--- src/verilog/txc_defines.svh ---
// Offsets, field positions, reset values and host settings of the transmitter register bank
`ifndef TXC_DEFINES_SVH
`define TXC_DEFINES_SVH

// ----------------------------------------
// Register offsets
// ----------------------------------------
`define TXC_OFS_VENDOR_ID_LOW 4'h0
`define TXC_OFS_VENDOR_ID_HIGH 4'h1
`define TXC_OFS_DEVICE_ID_LOW 4'h2
`define TXC_OFS_DEVICE_ID_HIGH 4'h3
`define TXC_OFS_DEVICE_REVISION 4'h4
`define TXC_OFS_RESERVED_RO_A 4'h5
`define TXC_OFS_FREQ_LIMIT_LOW 4'h6
`define TXC_OFS_FREQ_LIMIT_HIGH 4'h7
`define TXC_OFS_INPUT_FORMAT 4'h8
`define TXC_OFS_DETECT_STATUS 4'h9
`define TXC_OFS_DESKEW 4'hA
`define TXC_OFS_CONFIG_SAMPLE 4'hB
`define TXC_OFS_TUNING 4'hC
`define TXC_OFS_RESERVED_D 4'hD
`define TXC_OFS_RESERVED_E 4'hE
`define TXC_OFS_RESERVED_F 4'hF

// ----------------------------------------
// Field positions, bit 7 is the MSB
// ----------------------------------------
`define TXC_FMT_PWR_DN 0
`define TXC_FMT_EDGE_RISE 1
`define TXC_FMT_BUS_WIDE 2
`define TXC_FMT_DUAL_EDGE 3
`define TXC_FMT_HSYNC_EN 4
`define TXC_FMT_VSYNC_EN 5
`define TXC_FMT_RESERVED_LSB 6
`define TXC_DET_IRQ 0
`define TXC_DET_HOT_PLUG 1
`define TXC_DET_RX_SENSE 2
`define TXC_DET_IRQ_SRC 3
`define TXC_DET_SRC_LSB 4
`define TXC_DET_VREF_LOW 7
`define TXC_DSK_RESERVED 0
`define TXC_DSK_EN 4
`define TXC_DSK_STEP_LSB 5
`define TXC_RSV_D_UPPER_LSB 4

// ----------------------------------------
// Reset values of the reset-affected fields
// ----------------------------------------
`define TXC_RST_PWR_DN 1'b0
`define TXC_RST_DET_SRC 3'h0

// ----------------------------------------
// Host side: reserved values and setup mask
// ----------------------------------------
`define TXC_REC_FMT_RESERVED 2'h0
`define TXC_REC_DSK_RESERVED 1'b0
`define TXC_REC_D_UPPER 4'h0
`define TXC_REC_E 8'h00
`define TXC_REC_F 8'h00
`define TXC_SETUP_MASK 16'hF700

`endif

--- src/verilog/txc_pkg.sv ---
// Types shared by both ends of the transmitter configuration link
package txc_pkg;

   // ----------------------------------------
   // Detect output source codes
   // ----------------------------------------
   typedef enum logic [2:0] {
      TXC_SRC_HIGH = 3'h0,
      TXC_SRC_IRQ = 3'h1,
      TXC_SRC_RX_SENSE = 3'h2,
      TXC_SRC_HOT_PLUG = 3'h3
   } txc_det_src_t;

   // ----------------------------------------
   // Device state
   // ----------------------------------------
   typedef struct packed {
      logic [12:0] sync1;
      logic [12:0] sync2;
      logic mon_prev;
      logic pwr_bit;
      logic edge_rise;
      logic bus_wide;
      logic dual_edge;
      logic hsync_en;
      logic vsync_en;
      logic [1:0] fmt_reserved;
      txc_det_src_t det_src;
      logic irq_src_hpd;
      logic monitor_change_irq;
      logic [2:0] deskew;
      logic deskew_en;
      logic deskew_reserved;
      logic [7:0] tuning_value;
      logic [3:0] reserved_d;
      logic [7:0] reserved_e;
      logic [7:0] reserved_f;
      logic [7:0] rdata;
      logic core_on;
      logic detect_out;
   } txc_dev_state_t;

   // ----------------------------------------
   // Host state
   // ----------------------------------------
   typedef struct packed {
      logic [3:0] addr;
      logic [7:0] wdata;
      logic wr;
      logic rd;
      logic rd_pend;
      logic [7:0] rdata;
      logic rvalid;
      logic [15:0] written;
      logic done;
      logic [7:0] shadow_det;
      logic sel;
      logic pwr_dn_n;
   } txc_host_state_t;

endpackage
--- src/verilog/txc_link_if.sv ---
// Link between the configuration host and the transmitter register bank
`timescale 1ns/10ps
interface txc_link_if;
   logic [3:0] reg_addr;
   logic [7:0] reg_wdata;
   logic reg_wr;
   logic reg_rd;
   logic [7:0] reg_rdata;
   logic serial_if_select;
   logic pwr_dn_n;
   logic reserved_in;

   modport dev (
      input reg_addr,
      input reg_wdata,
      input reg_wr,
      input reg_rd,
      input serial_if_select,
      input pwr_dn_n,
      input reserved_in,
      output reg_rdata
   );

   modport host (
      output reg_addr,
      output reg_wdata,
      output reg_wr,
      output reg_rd,
      output serial_if_select,
      output pwr_dn_n,
      output reserved_in,
      input reg_rdata
   );
endinterface

--- src/verilog/txc_dev.sv ---
// Transmitter configuration and status register bank, device end
//
// Strobed register access was decided locally.
`timescale 1ns/10ps
`include "txc_defines.svh"

module txc_dev #(
   parameter logic [7:0] VENDOR_ID_LOW = 8'hA5,   // Arbitrary value
   parameter logic [7:0] VENDOR_ID_HIGH = 8'h5A,  // Arbitrary value
   parameter logic [7:0] DEVICE_ID_LOW = 8'h3C,   // Arbitrary value
   parameter logic [7:0] DEVICE_ID_HIGH = 8'hC3,  // Arbitrary value
   parameter logic [7:0] DEVICE_REVISION = 8'h11, // Arbitrary value
   parameter logic [7:0] FREQ_LIMIT_LOW = 8'h19,
   parameter logic [7:0] FREQ_LIMIT_HIGH = 8'h2F
) (
   input wire logic core_clk,
   input wire logic rst_n,
   txc_link_if.dev link,
   input wire logic hot_plug_state,
   input wire logic receiver_sense,
   input wire logic vref_low,
   input wire logic [7:0] cfg_data,
   output logic core_power_on,
   output logic edge_rise,
   output logic bus_wide,
   output logic dual_edge,
   output logic hsync_en,
   output logic vsync_en,
   output logic [2:0] deskew,
   output logic deskew_en,
   output logic [7:0] tuning_value,
   output logic detect_out_pin
);

   // ----------------------------------------
   // State and pin synchronisers
   // ----------------------------------------
   txc_pkg::txc_dev_state_t st;
   txc_pkg::txc_dev_state_t next_st;
   logic ctrl_rst_n;
   logic [12:0] pin_vec;
   logic sy_pwr_dn_n;
   logic sy_reserved;
   logic sy_hot_plug;
   logic sy_rx_sense;
   logic sy_vref_low;
   logic [7:0] sy_cfg;
   logic monitored;
   logic det_wr;

   // Pins gathered for the two-stage synchroniser
   assign pin_vec = {link.pwr_dn_n, link.reserved_in, hot_plug_state, receiver_sense, vref_low, cfg_data};
   assign sy_pwr_dn_n = st.sync2[12];
   assign sy_reserved = st.sync2[11];
   assign sy_hot_plug = st.sync2[10];
   assign sy_rx_sense = st.sync2[9];
   assign sy_vref_low = st.sync2[8];
   assign sy_cfg = st.sync2[7:0];

   // select gates reset
   // Release is not resynchronised; the select pin is a slow board strap.
   assign ctrl_rst_n = rst_n & link.serial_if_select;

   // Interrupt source follows the source-select bit
   assign monitored = st.irq_src_hpd ? sy_hot_plug : sy_rx_sense;
   assign det_wr = link.reg_wr && (link.reg_addr == `TXC_OFS_DETECT_STATUS);

   // ----------------------------------------
   // Next-state logic
   // ----------------------------------------
   always_comb begin
      logic [7:0] rd_val;
      rd_val = 8'h00;
      next_st = st;
      next_st.sync1 = pin_vec;
      next_st.sync2 = st.sync1;
      next_st.mon_prev = monitored;

      if (link.reg_wr) begin
         case (link.reg_addr)
            `TXC_OFS_INPUT_FORMAT: begin
               next_st.pwr_bit = link.reg_wdata[`TXC_FMT_PWR_DN];
               next_st.edge_rise = link.reg_wdata[`TXC_FMT_EDGE_RISE];
               next_st.bus_wide = link.reg_wdata[`TXC_FMT_BUS_WIDE];
               next_st.dual_edge = link.reg_wdata[`TXC_FMT_DUAL_EDGE];
               next_st.hsync_en = link.reg_wdata[`TXC_FMT_HSYNC_EN];
               next_st.vsync_en = link.reg_wdata[`TXC_FMT_VSYNC_EN];
               next_st.fmt_reserved = link.reg_wdata[`TXC_FMT_RESERVED_LSB +: 2];
            end
            `TXC_OFS_DETECT_STATUS: begin
               next_st.det_src = txc_pkg::txc_det_src_t'(link.reg_wdata[`TXC_DET_SRC_LSB +: 3]);
               next_st.irq_src_hpd = link.reg_wdata[`TXC_DET_IRQ_SRC];
            end
            `TXC_OFS_DESKEW: begin
               next_st.deskew = link.reg_wdata[`TXC_DSK_STEP_LSB +: 3];
               next_st.deskew_en = link.reg_wdata[`TXC_DSK_EN];
               next_st.deskew_reserved = link.reg_wdata[`TXC_DSK_RESERVED];
            end
            `TXC_OFS_TUNING: begin
               next_st.tuning_value = link.reg_wdata;
            end
            `TXC_OFS_RESERVED_D: begin
               next_st.reserved_d = link.reg_wdata[`TXC_RSV_D_UPPER_LSB +: 4];
            end
            `TXC_OFS_RESERVED_E: begin
               next_st.reserved_e = link.reg_wdata;
            end
            `TXC_OFS_RESERVED_F: begin
               next_st.reserved_f = link.reg_wdata;
            end
            default: begin
               next_st.reserved_e = st.reserved_e; // Read-only offsets drop the write
            end
         endcase
      end

      // change clears, change wins over set
      // A level change in the same cycle as a write of one keeps the bit at 0.
      if (monitored != st.mon_prev) begin
         next_st.monitor_change_irq = 1'b0;
      end else if (det_wr && link.reg_wdata[`TXC_DET_IRQ]) begin
         next_st.monitor_change_irq = 1'b1;
      end

      case (link.reg_addr)
         `TXC_OFS_VENDOR_ID_LOW: rd_val = VENDOR_ID_LOW;
         `TXC_OFS_VENDOR_ID_HIGH: rd_val = VENDOR_ID_HIGH;
         `TXC_OFS_DEVICE_ID_LOW: rd_val = DEVICE_ID_LOW;
         `TXC_OFS_DEVICE_ID_HIGH: rd_val = DEVICE_ID_HIGH;
         `TXC_OFS_DEVICE_REVISION: rd_val = DEVICE_REVISION;
         `TXC_OFS_RESERVED_RO_A: rd_val = 8'h00;
         `TXC_OFS_FREQ_LIMIT_LOW: rd_val = FREQ_LIMIT_LOW;
         `TXC_OFS_FREQ_LIMIT_HIGH: rd_val = FREQ_LIMIT_HIGH;
         `TXC_OFS_INPUT_FORMAT: begin
            rd_val = {st.fmt_reserved, st.vsync_en, st.hsync_en, st.dual_edge, st.bus_wide, st.edge_rise,
                      st.pwr_bit};
         end
         `TXC_OFS_DETECT_STATUS: begin
            rd_val = {sy_vref_low, st.det_src, st.irq_src_hpd, sy_rx_sense, sy_hot_plug, st.monitor_change_irq};
         end
         `TXC_OFS_DESKEW: rd_val = {st.deskew, st.deskew_en, 3'h0, st.deskew_reserved};
         `TXC_OFS_CONFIG_SAMPLE: rd_val = sy_cfg;
         `TXC_OFS_TUNING: rd_val = st.tuning_value;
         `TXC_OFS_RESERVED_D: rd_val = {st.reserved_d, 4'h0};
         `TXC_OFS_RESERVED_E: rd_val = st.reserved_e;
         `TXC_OFS_RESERVED_F: rd_val = st.reserved_f;
         default: rd_val = 8'h00;
      endcase
      next_st.rdata = link.reg_rd ? rd_val : 8'h00;

      next_st.core_on = sy_pwr_dn_n & st.pwr_bit & ~sy_reserved;

      case (st.det_src)
         txc_pkg::TXC_SRC_HIGH: next_st.detect_out = 1'b1;
         txc_pkg::TXC_SRC_IRQ: next_st.detect_out = st.monitor_change_irq;
         txc_pkg::TXC_SRC_RX_SENSE: next_st.detect_out = sy_rx_sense;
         txc_pkg::TXC_SRC_HOT_PLUG: next_st.detect_out = sy_hot_plug;
         default: next_st.detect_out = 1'b1; // Reserved codes park the pin high
      endcase
   end

   // ----------------------------------------
   // State register
   // ----------------------------------------
   // only chosen fields reset
   // Configuration fields other than pwr_bit and det_src have no reset branch so they survive a reset pulse.
   // Synchronisers and the change detector hold through reset, so a high pin
   // does not look like a fresh level change once the controller is released.
   always_ff @(posedge core_clk or negedge ctrl_rst_n) begin
      if (!ctrl_rst_n) begin
         st.pwr_bit <= `TXC_RST_PWR_DN;
         st.det_src <= txc_pkg::TXC_SRC_HIGH;
         st.rdata <= 8'h00;
         st.core_on <= 1'b0;
         st.detect_out <= 1'b1;
      end else begin
         st <= next_st;
      end
   end

   // ----------------------------------------
   // Outputs
   // ----------------------------------------
   // only the core follows power-down; bank stays live
   assign core_power_on = st.core_on;
   assign edge_rise = st.edge_rise;
   assign bus_wide = st.bus_wide;
   assign dual_edge = st.dual_edge;
   assign hsync_en = st.hsync_en;
   assign vsync_en = st.vsync_en;
   assign deskew = st.deskew;
   assign deskew_en = st.deskew_en;
   assign tuning_value = st.tuning_value;
   assign detect_out_pin = st.detect_out;
   assign link.reg_rdata = st.rdata;

endmodule

--- src/flat_wrapper.sv ---
// flat-port wrapper written by rule: the top's interface ports become plain ports
module txc_dev_flat 
#(
   parameter logic [7:0] VENDOR_ID_LOW = 8'hA5,                     
   parameter logic [7:0] VENDOR_ID_HIGH = 8'h5A,                    
   parameter logic [7:0] DEVICE_ID_LOW = 8'h3C,                     
   parameter logic [7:0] DEVICE_ID_HIGH = 8'hC3,                    
   parameter logic [7:0] DEVICE_REVISION = 8'h11,                   
   parameter logic [7:0] FREQ_LIMIT_LOW = 8'h19,
   parameter logic [7:0] FREQ_LIMIT_HIGH = 8'h2F
)
  (core_clk, rst_n, hot_plug_state, receiver_sense, vref_low, cfg_data, core_power_on, edge_rise, bus_wide, dual_edge, hsync_en, vsync_en, deskew, deskew_en, tuning_value, detect_out_pin, link_reg_addr, link_reg_wdata, link_reg_wr, link_reg_rd, link_serial_if_select, link_pwr_dn_n, link_reserved_in, link_reg_rdata);
  txc_link_if link_i ();
  input wire logic core_clk;
  input wire logic rst_n;
  input wire logic hot_plug_state;
  input wire logic receiver_sense;
  input wire logic vref_low;
  input wire logic [7:0] cfg_data;
  output logic core_power_on;
  output logic edge_rise;
  output logic bus_wide;
  output logic dual_edge;
  output logic hsync_en;
  output logic vsync_en;
  output logic [2:0] deskew;
  output logic deskew_en;
  output logic [7:0] tuning_value;
  output logic detect_out_pin;
  input wire logic [$bits(link_i.reg_addr)-1:0] link_reg_addr;
  input wire logic [$bits(link_i.reg_wdata)-1:0] link_reg_wdata;
  input wire logic [$bits(link_i.reg_wr)-1:0] link_reg_wr;
  input wire logic [$bits(link_i.reg_rd)-1:0] link_reg_rd;
  input wire logic [$bits(link_i.serial_if_select)-1:0] link_serial_if_select;
  input wire logic [$bits(link_i.pwr_dn_n)-1:0] link_pwr_dn_n;
  input wire logic [$bits(link_i.reserved_in)-1:0] link_reserved_in;
  output wire logic [$bits(link_i.reg_rdata)-1:0] link_reg_rdata;
  assign link_i.reg_addr = link_reg_addr;
  assign link_i.reg_wdata = link_reg_wdata;
  assign link_i.reg_wr = link_reg_wr;
  assign link_i.reg_rd = link_reg_rd;
  assign link_i.serial_if_select = link_serial_if_select;
  assign link_i.pwr_dn_n = link_pwr_dn_n;
  assign link_i.reserved_in = link_reserved_in;
  assign link_reg_rdata = link_i.reg_rdata;
  txc_dev #(.VENDOR_ID_LOW(VENDOR_ID_LOW), .VENDOR_ID_HIGH(VENDOR_ID_HIGH), .DEVICE_ID_LOW(DEVICE_ID_LOW), .DEVICE_ID_HIGH(DEVICE_ID_HIGH), .DEVICE_REVISION(DEVICE_REVISION), .FREQ_LIMIT_LOW(FREQ_LIMIT_LOW), .FREQ_LIMIT_HIGH(FREQ_LIMIT_HIGH)) u_core (.core_clk(core_clk), .rst_n(rst_n), .link(link_i), .hot_plug_state(hot_plug_state), .receiver_sense(receiver_sense), .vref_low(vref_low), .cfg_data(cfg_data), .core_power_on(core_power_on), .edge_rise(edge_rise), .bus_wide(bus_wide), .dual_edge(dual_edge), .hsync_en(hsync_en), .vsync_en(vsync_en), .deskew(deskew), .deskew_en(deskew_en), .tuning_value(tuning_value), .detect_out_pin(detect_out_pin));
endmodule
--- config.mk ---
export PLATFORM = sky130hd
export DESIGN_NAME = txc_dev_flat
export DESIGN_NICKNAME = d
export VERILOG_FILES = /design/src/verilog/txc_pkg.sv /design/src/verilog/txc_link_if.sv /design/src/verilog/txc_dev.sv /design/src/flat_wrapper.sv
export VERILOG_INCLUDE_DIRS = /design/src /design/src/verilog
export SDC_FILE = /design/constraint.sdc
export NUM_CORES = 1
export LEC_CHECK = 0
export BUFFER_PORTS_ARGS = -buffer_cell sky130_fd_sc_hd__buf_4
export CAP_MARGIN = 0
export CORE_MARGIN = 3
export CORE_UTILIZATION = 50
export CTS_CLUSTER_DIAMETER = 100
export DETAILED_ROUTE_END_ITERATION = 8
export PLACE_DENSITY = 0.73
export SKIP_LAST_GASP = 1
export SLEW_MARGIN = 15
export SYNTH_ARGS = -nofsm -noshare
export SYNTH_HDL_FRONTEND = slang
export SYNTH_SLANG_ARGS = --single-unit
--- constraint.sdc ---
create_clock -name core_clk -period 1.5 [get_ports core_clk]
set_clock_uncertainty 0.2 [all_clocks]
set_input_delay 0.225 -clock core_clk [delete_from_list [all_inputs] [get_ports core_clk]]
set_output_delay 0.225 -clock core_clk [all_outputs]
set_load 0.05 [all_outputs]
; ---- Word-level counts from Yosys, hierarchy flattened
; Cells that the tools add are included.
[word_totals]
register_bits = 83
latchBits = 0
mem_bits_rw = 0
romBits = 0
input_bits = 30
output_inout_bits = 27
word_cells = 63
n_memories = 0
[op_classes]
addsub = 0
n_mul = 0
div = 0
n_lt_le_gt_ge = 0
n_eq_ne = 19
shift = 0
n_mux = 5
n_bitwise = 4
reduce_logical = 12
[ops]
columns = cell, n
row1 = one-hot mux 8 bit (16 select lines), 1
row2 = "equality test 4 bit, second input constant", 8
row3 = AND reduction 3 bit, 7
row4 = "equality test 4 x 3 -> 1 bit, second input constant", 4
row5 = "equality test 4 x 2 -> 1 bit, second input constant", 2
row6 = two-way mux 8 bit, 1
row7 = "equality test 3 x 2 -> 1 bit, second input constant", 2
row8 = "equality test 4 x 1 -> 1 bit, second input constant", 1
row9 = logical NOT 4 bit, 1
row10 = AND reduction 2 bit, 2
row11 = bitwise AND 1 bit, 3
row12 = "equality test 3 x 1 -> 1 bit, second input constant", 1
row13 = one-hot mux 1 bit (3 select lines), 1
row14 = logical AND 1 bit, 2
row15 = two-way mux 1 bit, 2
row16 = inequality test 1 bit, 1
row17 = NOT 1 bit, 1

; ---- Depth between registers and ports, before layout
[depth]
word_depth = 4
depth_mapped = 7
mapped_depth_nobuf = 4

; ---- Worst setup path before layout
; OpenSTA, ideal clock, no wires.
[synth_timing]
kind = input -> register
from = input port link_serial_if_select
to = register u_core.st (netlist bit u_core.tuning_value[0]) (enable)
setup_time_ns = 0.383
arrival_ns = 2.272
required_ns = 0.917
slack_ns = -1.356
path_stages = 3
n_path_buf = 0
path_cell_list = and2_1 -> nand4_1 -> nor3_1
[synth_between]
elab_chain_len = 2
[synth_rtl]
columns = element, line
row1 = from (decl), flat_wrapper.sv:34  ; input wire logic [$bits(link_i.serial_if_select)-1:0] link_serial_if_select;
row2 = bitwise AND 1 bit, txc_dev.sv:62  ; assign ctrl_rst_n = rst_n & link.serial_if_select;
row3 = AND reduction 3 bit (no line), -
row4 = to (signal assigned), txc_dev.sv:177  ; st <= next_st;
row5 = to (decl), txc_dev.sv:38  ; txc_pkg::txc_dev_state_t st;
; No other way between the ends.
; A chain may end at the register's enable or synchronous reset.

==> results.py <==
metrics = {
    "outcome": {
        "status": "finished clean",
    },
    "logic_synthesis": {
        "async_flop_share": 0.1687,
        "yosys_register_bits": 83,
        "synth_edf_count": 69,
        "synth_area_um2": 3528,
        "ys_seq_area_frac": 0.6869,
        "synth_cells": 241,
        "synth_nets": 271,
        "synthFlopType": "edfxtp_1",
        "ys.warnings.count": 0,
        "synth.distinct_cells": 50,
        "syn_area_per_cell_um2": 14.64,
    },
    "setup_path": {
        "max_stage_delay_ps": 480,
        "r2r-start": "u_core.st[67]",
        "end_kind": "flip-flop",
        "crit_slowest_cell": "mux4_2",
        "path_class": "flip-flop to flip-flop",
        "path_max_fanout": 3,
        "reg2regPathDepth": 4,
        "regToRegSetupSlack_ps": 10,
        "cp.buffers_inverters": 0,
        "startpoint_type": "flip-flop",
        "cp_top_family": "multiplexers",
        "cp.required_ps": 1580,
        "crit_chain": "nand2b_1 > mux4_2 > o21a_1 > nor2_2",
        "arrival_ps": 1570,
        "r2r-end": "u_core.link.reg_rdata[1]",
        "crit_path_start": "u_core.st[67]",
    },
    "die": {
        "die_x_um": 90.01,
        "core_area_um2": 6604,
        "io_pins": 57,
        "die_h_um": 90.01,
        "die-area_um2": 8101,
        "std_cell_rows": 29,
        "start_util": 0.5343,
    },
    "timing": {
        "fmax_mhz": 671.1,
        "maxSlewHeadroom": 0.7164,
        "min_period_ps": 1490,
        "hold_viol": 0,
        "fin_crit_sh": 0.9934,
        "timing.hold.ws_ps": 124.3,
        "setup_violations": 0,
        "worstMarginPinSlew_ps": 423.8,
        "finalSetupTns_ps": 0,
        "grt_setup_unrepaired": "true",
        "slew_violations": 0,
    },
    "cts": {
        "htreeDepth": 3,
        "clk_pin_slew_ps": 80,
        "cts_buffers": 9,
        "clockBufferDepth": 2,
        "clock_sinks": 83,
        "clock_latency_ps": 340,
        "cts_root_buffer": "clkbuf_8",
        "cts_tree": "done",
    },
    "finish": {
        "utilization": 0.7124,
        "drive_above_1_share": 0.4034,
        "fill_cells": 485,
        "num_antenna_cells": 0,
        "syn_to_final_growth_pct": 33.33,
        "final_nets": 377,
        "finalNonFillerCells": 445,
    },
    "placed_design": {
        "place_hpwl_um": 5629,
        "gp_congestion": 0.9122,
        "dp.cells": 405,
        "port_buffers": 56,
    },
    "power": {
        "leakage_nw": 1.872,
        "power_mw": 5.022,
        "ir_drop_uv": 756.6,
        "p_per_area_nw_per_um2": 1067,
    },
    "drt": {
        "via_per_inst": 5.193,
        "dr_total_vias": 2311,
        "dr.pass1.iters": 4,
        "routed_wl_um": 7681,
        "ant_nets": 0,
        "avgRoutedWirePerCell_um": 17.26,
        "drc": 0,
        "drtIter0Drc": 139,
    },
    "global_route": {
        "grt_pass1_vias": 2330,
        "track_usage": 0.1968,
        "grt_pass1_wl_um": 12370,
        "antenna_found_initial": 0,
        "overflow": 0,
        "grt_max_degree": 29,
    },
    "job": {
        "max_cap_viol_count": 0,
    },
    "hold_path": {
        "hp-class": "input pin to asynchronous set/reset pin",
    },
}
## routing by layer
metal | global-route usage | share of wire
met1 | 0.2810 | 0.46
met5 | 0 | 0
met4 | 0.04464 | 0.014
met3 | 0.05760 | 0.065
met2 | 0.3012 | 0.46
## worst min-delay path: cells and delay by family
kind	cells	cell delay, ps
buffers and inverters	2	410
AND/OR/NAND/NOR	1	160
## kinds of logic after synthesis
logic type / after synthesis / share of synthesized area
mux: 17 / 0.06738
compound gates: 41 / 0.07944
simple gates: 62 / 0.08936
xor+xnor: 1 / 0.002483
buf+inv: 37 / 0.07447
flops: 83 / 0.6869
## flip-flops by register name, summed over array words and instances, names as in the netlist
| register | flops |
|---|---|
| u_core.bus_wide | 1 |
| u_core.core_power_on | 1 |
| u_core.deskew | 3 |
| u_core.deskew_en | 1 |
| u_core.detect_out_pin | 1 |
| u_core.dual_edge | 1 |
| u_core.edge_rise | 1 |
| u_core.hsync_en | 1 |
| u_core.link.reg_rdata | 8 |
| u_core.next_st | 13 |
| u_core.st | 43 |
| u_core.tuning_value | 8 |
| u_core.vsync_en | 1 |
## cell type report
| type | count | area (um^2) | area share |
|---|---|---|---|
| Clock buffer | 11 | 131.4 | 0.02793 |
| Clock inverter | 5 | 86.33 | 0.01835 |
| Inverter | 6 | 22.52 | 0.004787 |
| Multi-Input combinational cell | 121 | 885.9 | 0.1883 |
| Sequential cell | 83 | 2424 | 0.5152 |
| Tap cell | 93 | 116.4 | 0.02473 |
| Timing Repair Buffer | 126 | 1039 | 0.2207 |
## through the flow
stage               area [um^2]  worst slack [ps]
global route               4705            -15.05
CTS                        4701            -7.253
detailed placement         4243            -150.0
global placement           4243            -159.1
finish                     4705             9.851
floorplan                  3576            -312.9
## how the worst max path moves through the flow
| stage | to | slack [ps] | cells after the start |
|---|---|---|---|
| finish | u_core.link.reg_rdata[1] | 10 | 4 |
| global route | u_core.link.reg_rdata[1] | -20 | 4 |
| CTS | u_core.link.reg_rdata[1] | -7 | 4 |
| detailed placement | u_core.tuning_value[1] | -150 | 6 |
| global placement | u_core.tuning_value[1] | -160 | 6 |
| floorplan | u_core.tuning_value[0] | -310 | 3 |
## cell usage in the layout (no fill, tap or decap), types with 3 or more instances in the layout
cell and instances:
mux4_2 4, clkbuf_8 9, nand2b_1 7, inv_1 5, a21oi_1 10, mux2i_1 5
a21o_1 3, mux2_2 6, nor2_2 4, edfxtp_1 69, nand4_1 4, buf_4 99
dfrtp_1 13, nor2_1 10, nand2_1 12, nand3_1 9, a31oi_1 3, o21ai_0 5
dlygate4sd3_1 24
## cells in the mapped netlist (all sizes together) (5+ instances only)
master  number  area share
nor2        15       0.017
o21ai        6      0.0085
buf         31       0.068
inv          6      0.0064
nand2b       7       0.012
nand3       10       0.016
a21oi       10       0.014
mux2i        5       0.014
edfxtp      69        0.59
nand2       12       0.013
dfrtp       13       0.092
mux2         8       0.027
## where the power goes
| group | leakage [nW] | total (mW) | internal [mW] | switching [mW] |
|---|---|---|---|---|
| Clock | 0.108 | 1.73 | 0.951 | 0.783 |
| Combinational | 0.951 | 0.637 | 0.308 | 0.329 |
| Sequential | 0.813 | 2.65 | 2.60 | 0.0482 |
| Total | 1.87 | 5.02 | 3.86 | 1.16 |
## timing repair
action,4_1_cts,5_1_grt
hold buffers,24,0
endpoints found under the hold margin,72,0
resized for setup,2,1
setup endpoints to repair,3,2
buffers inserted,0,0
Note: power is estimated with default switching activity, not from simulation.
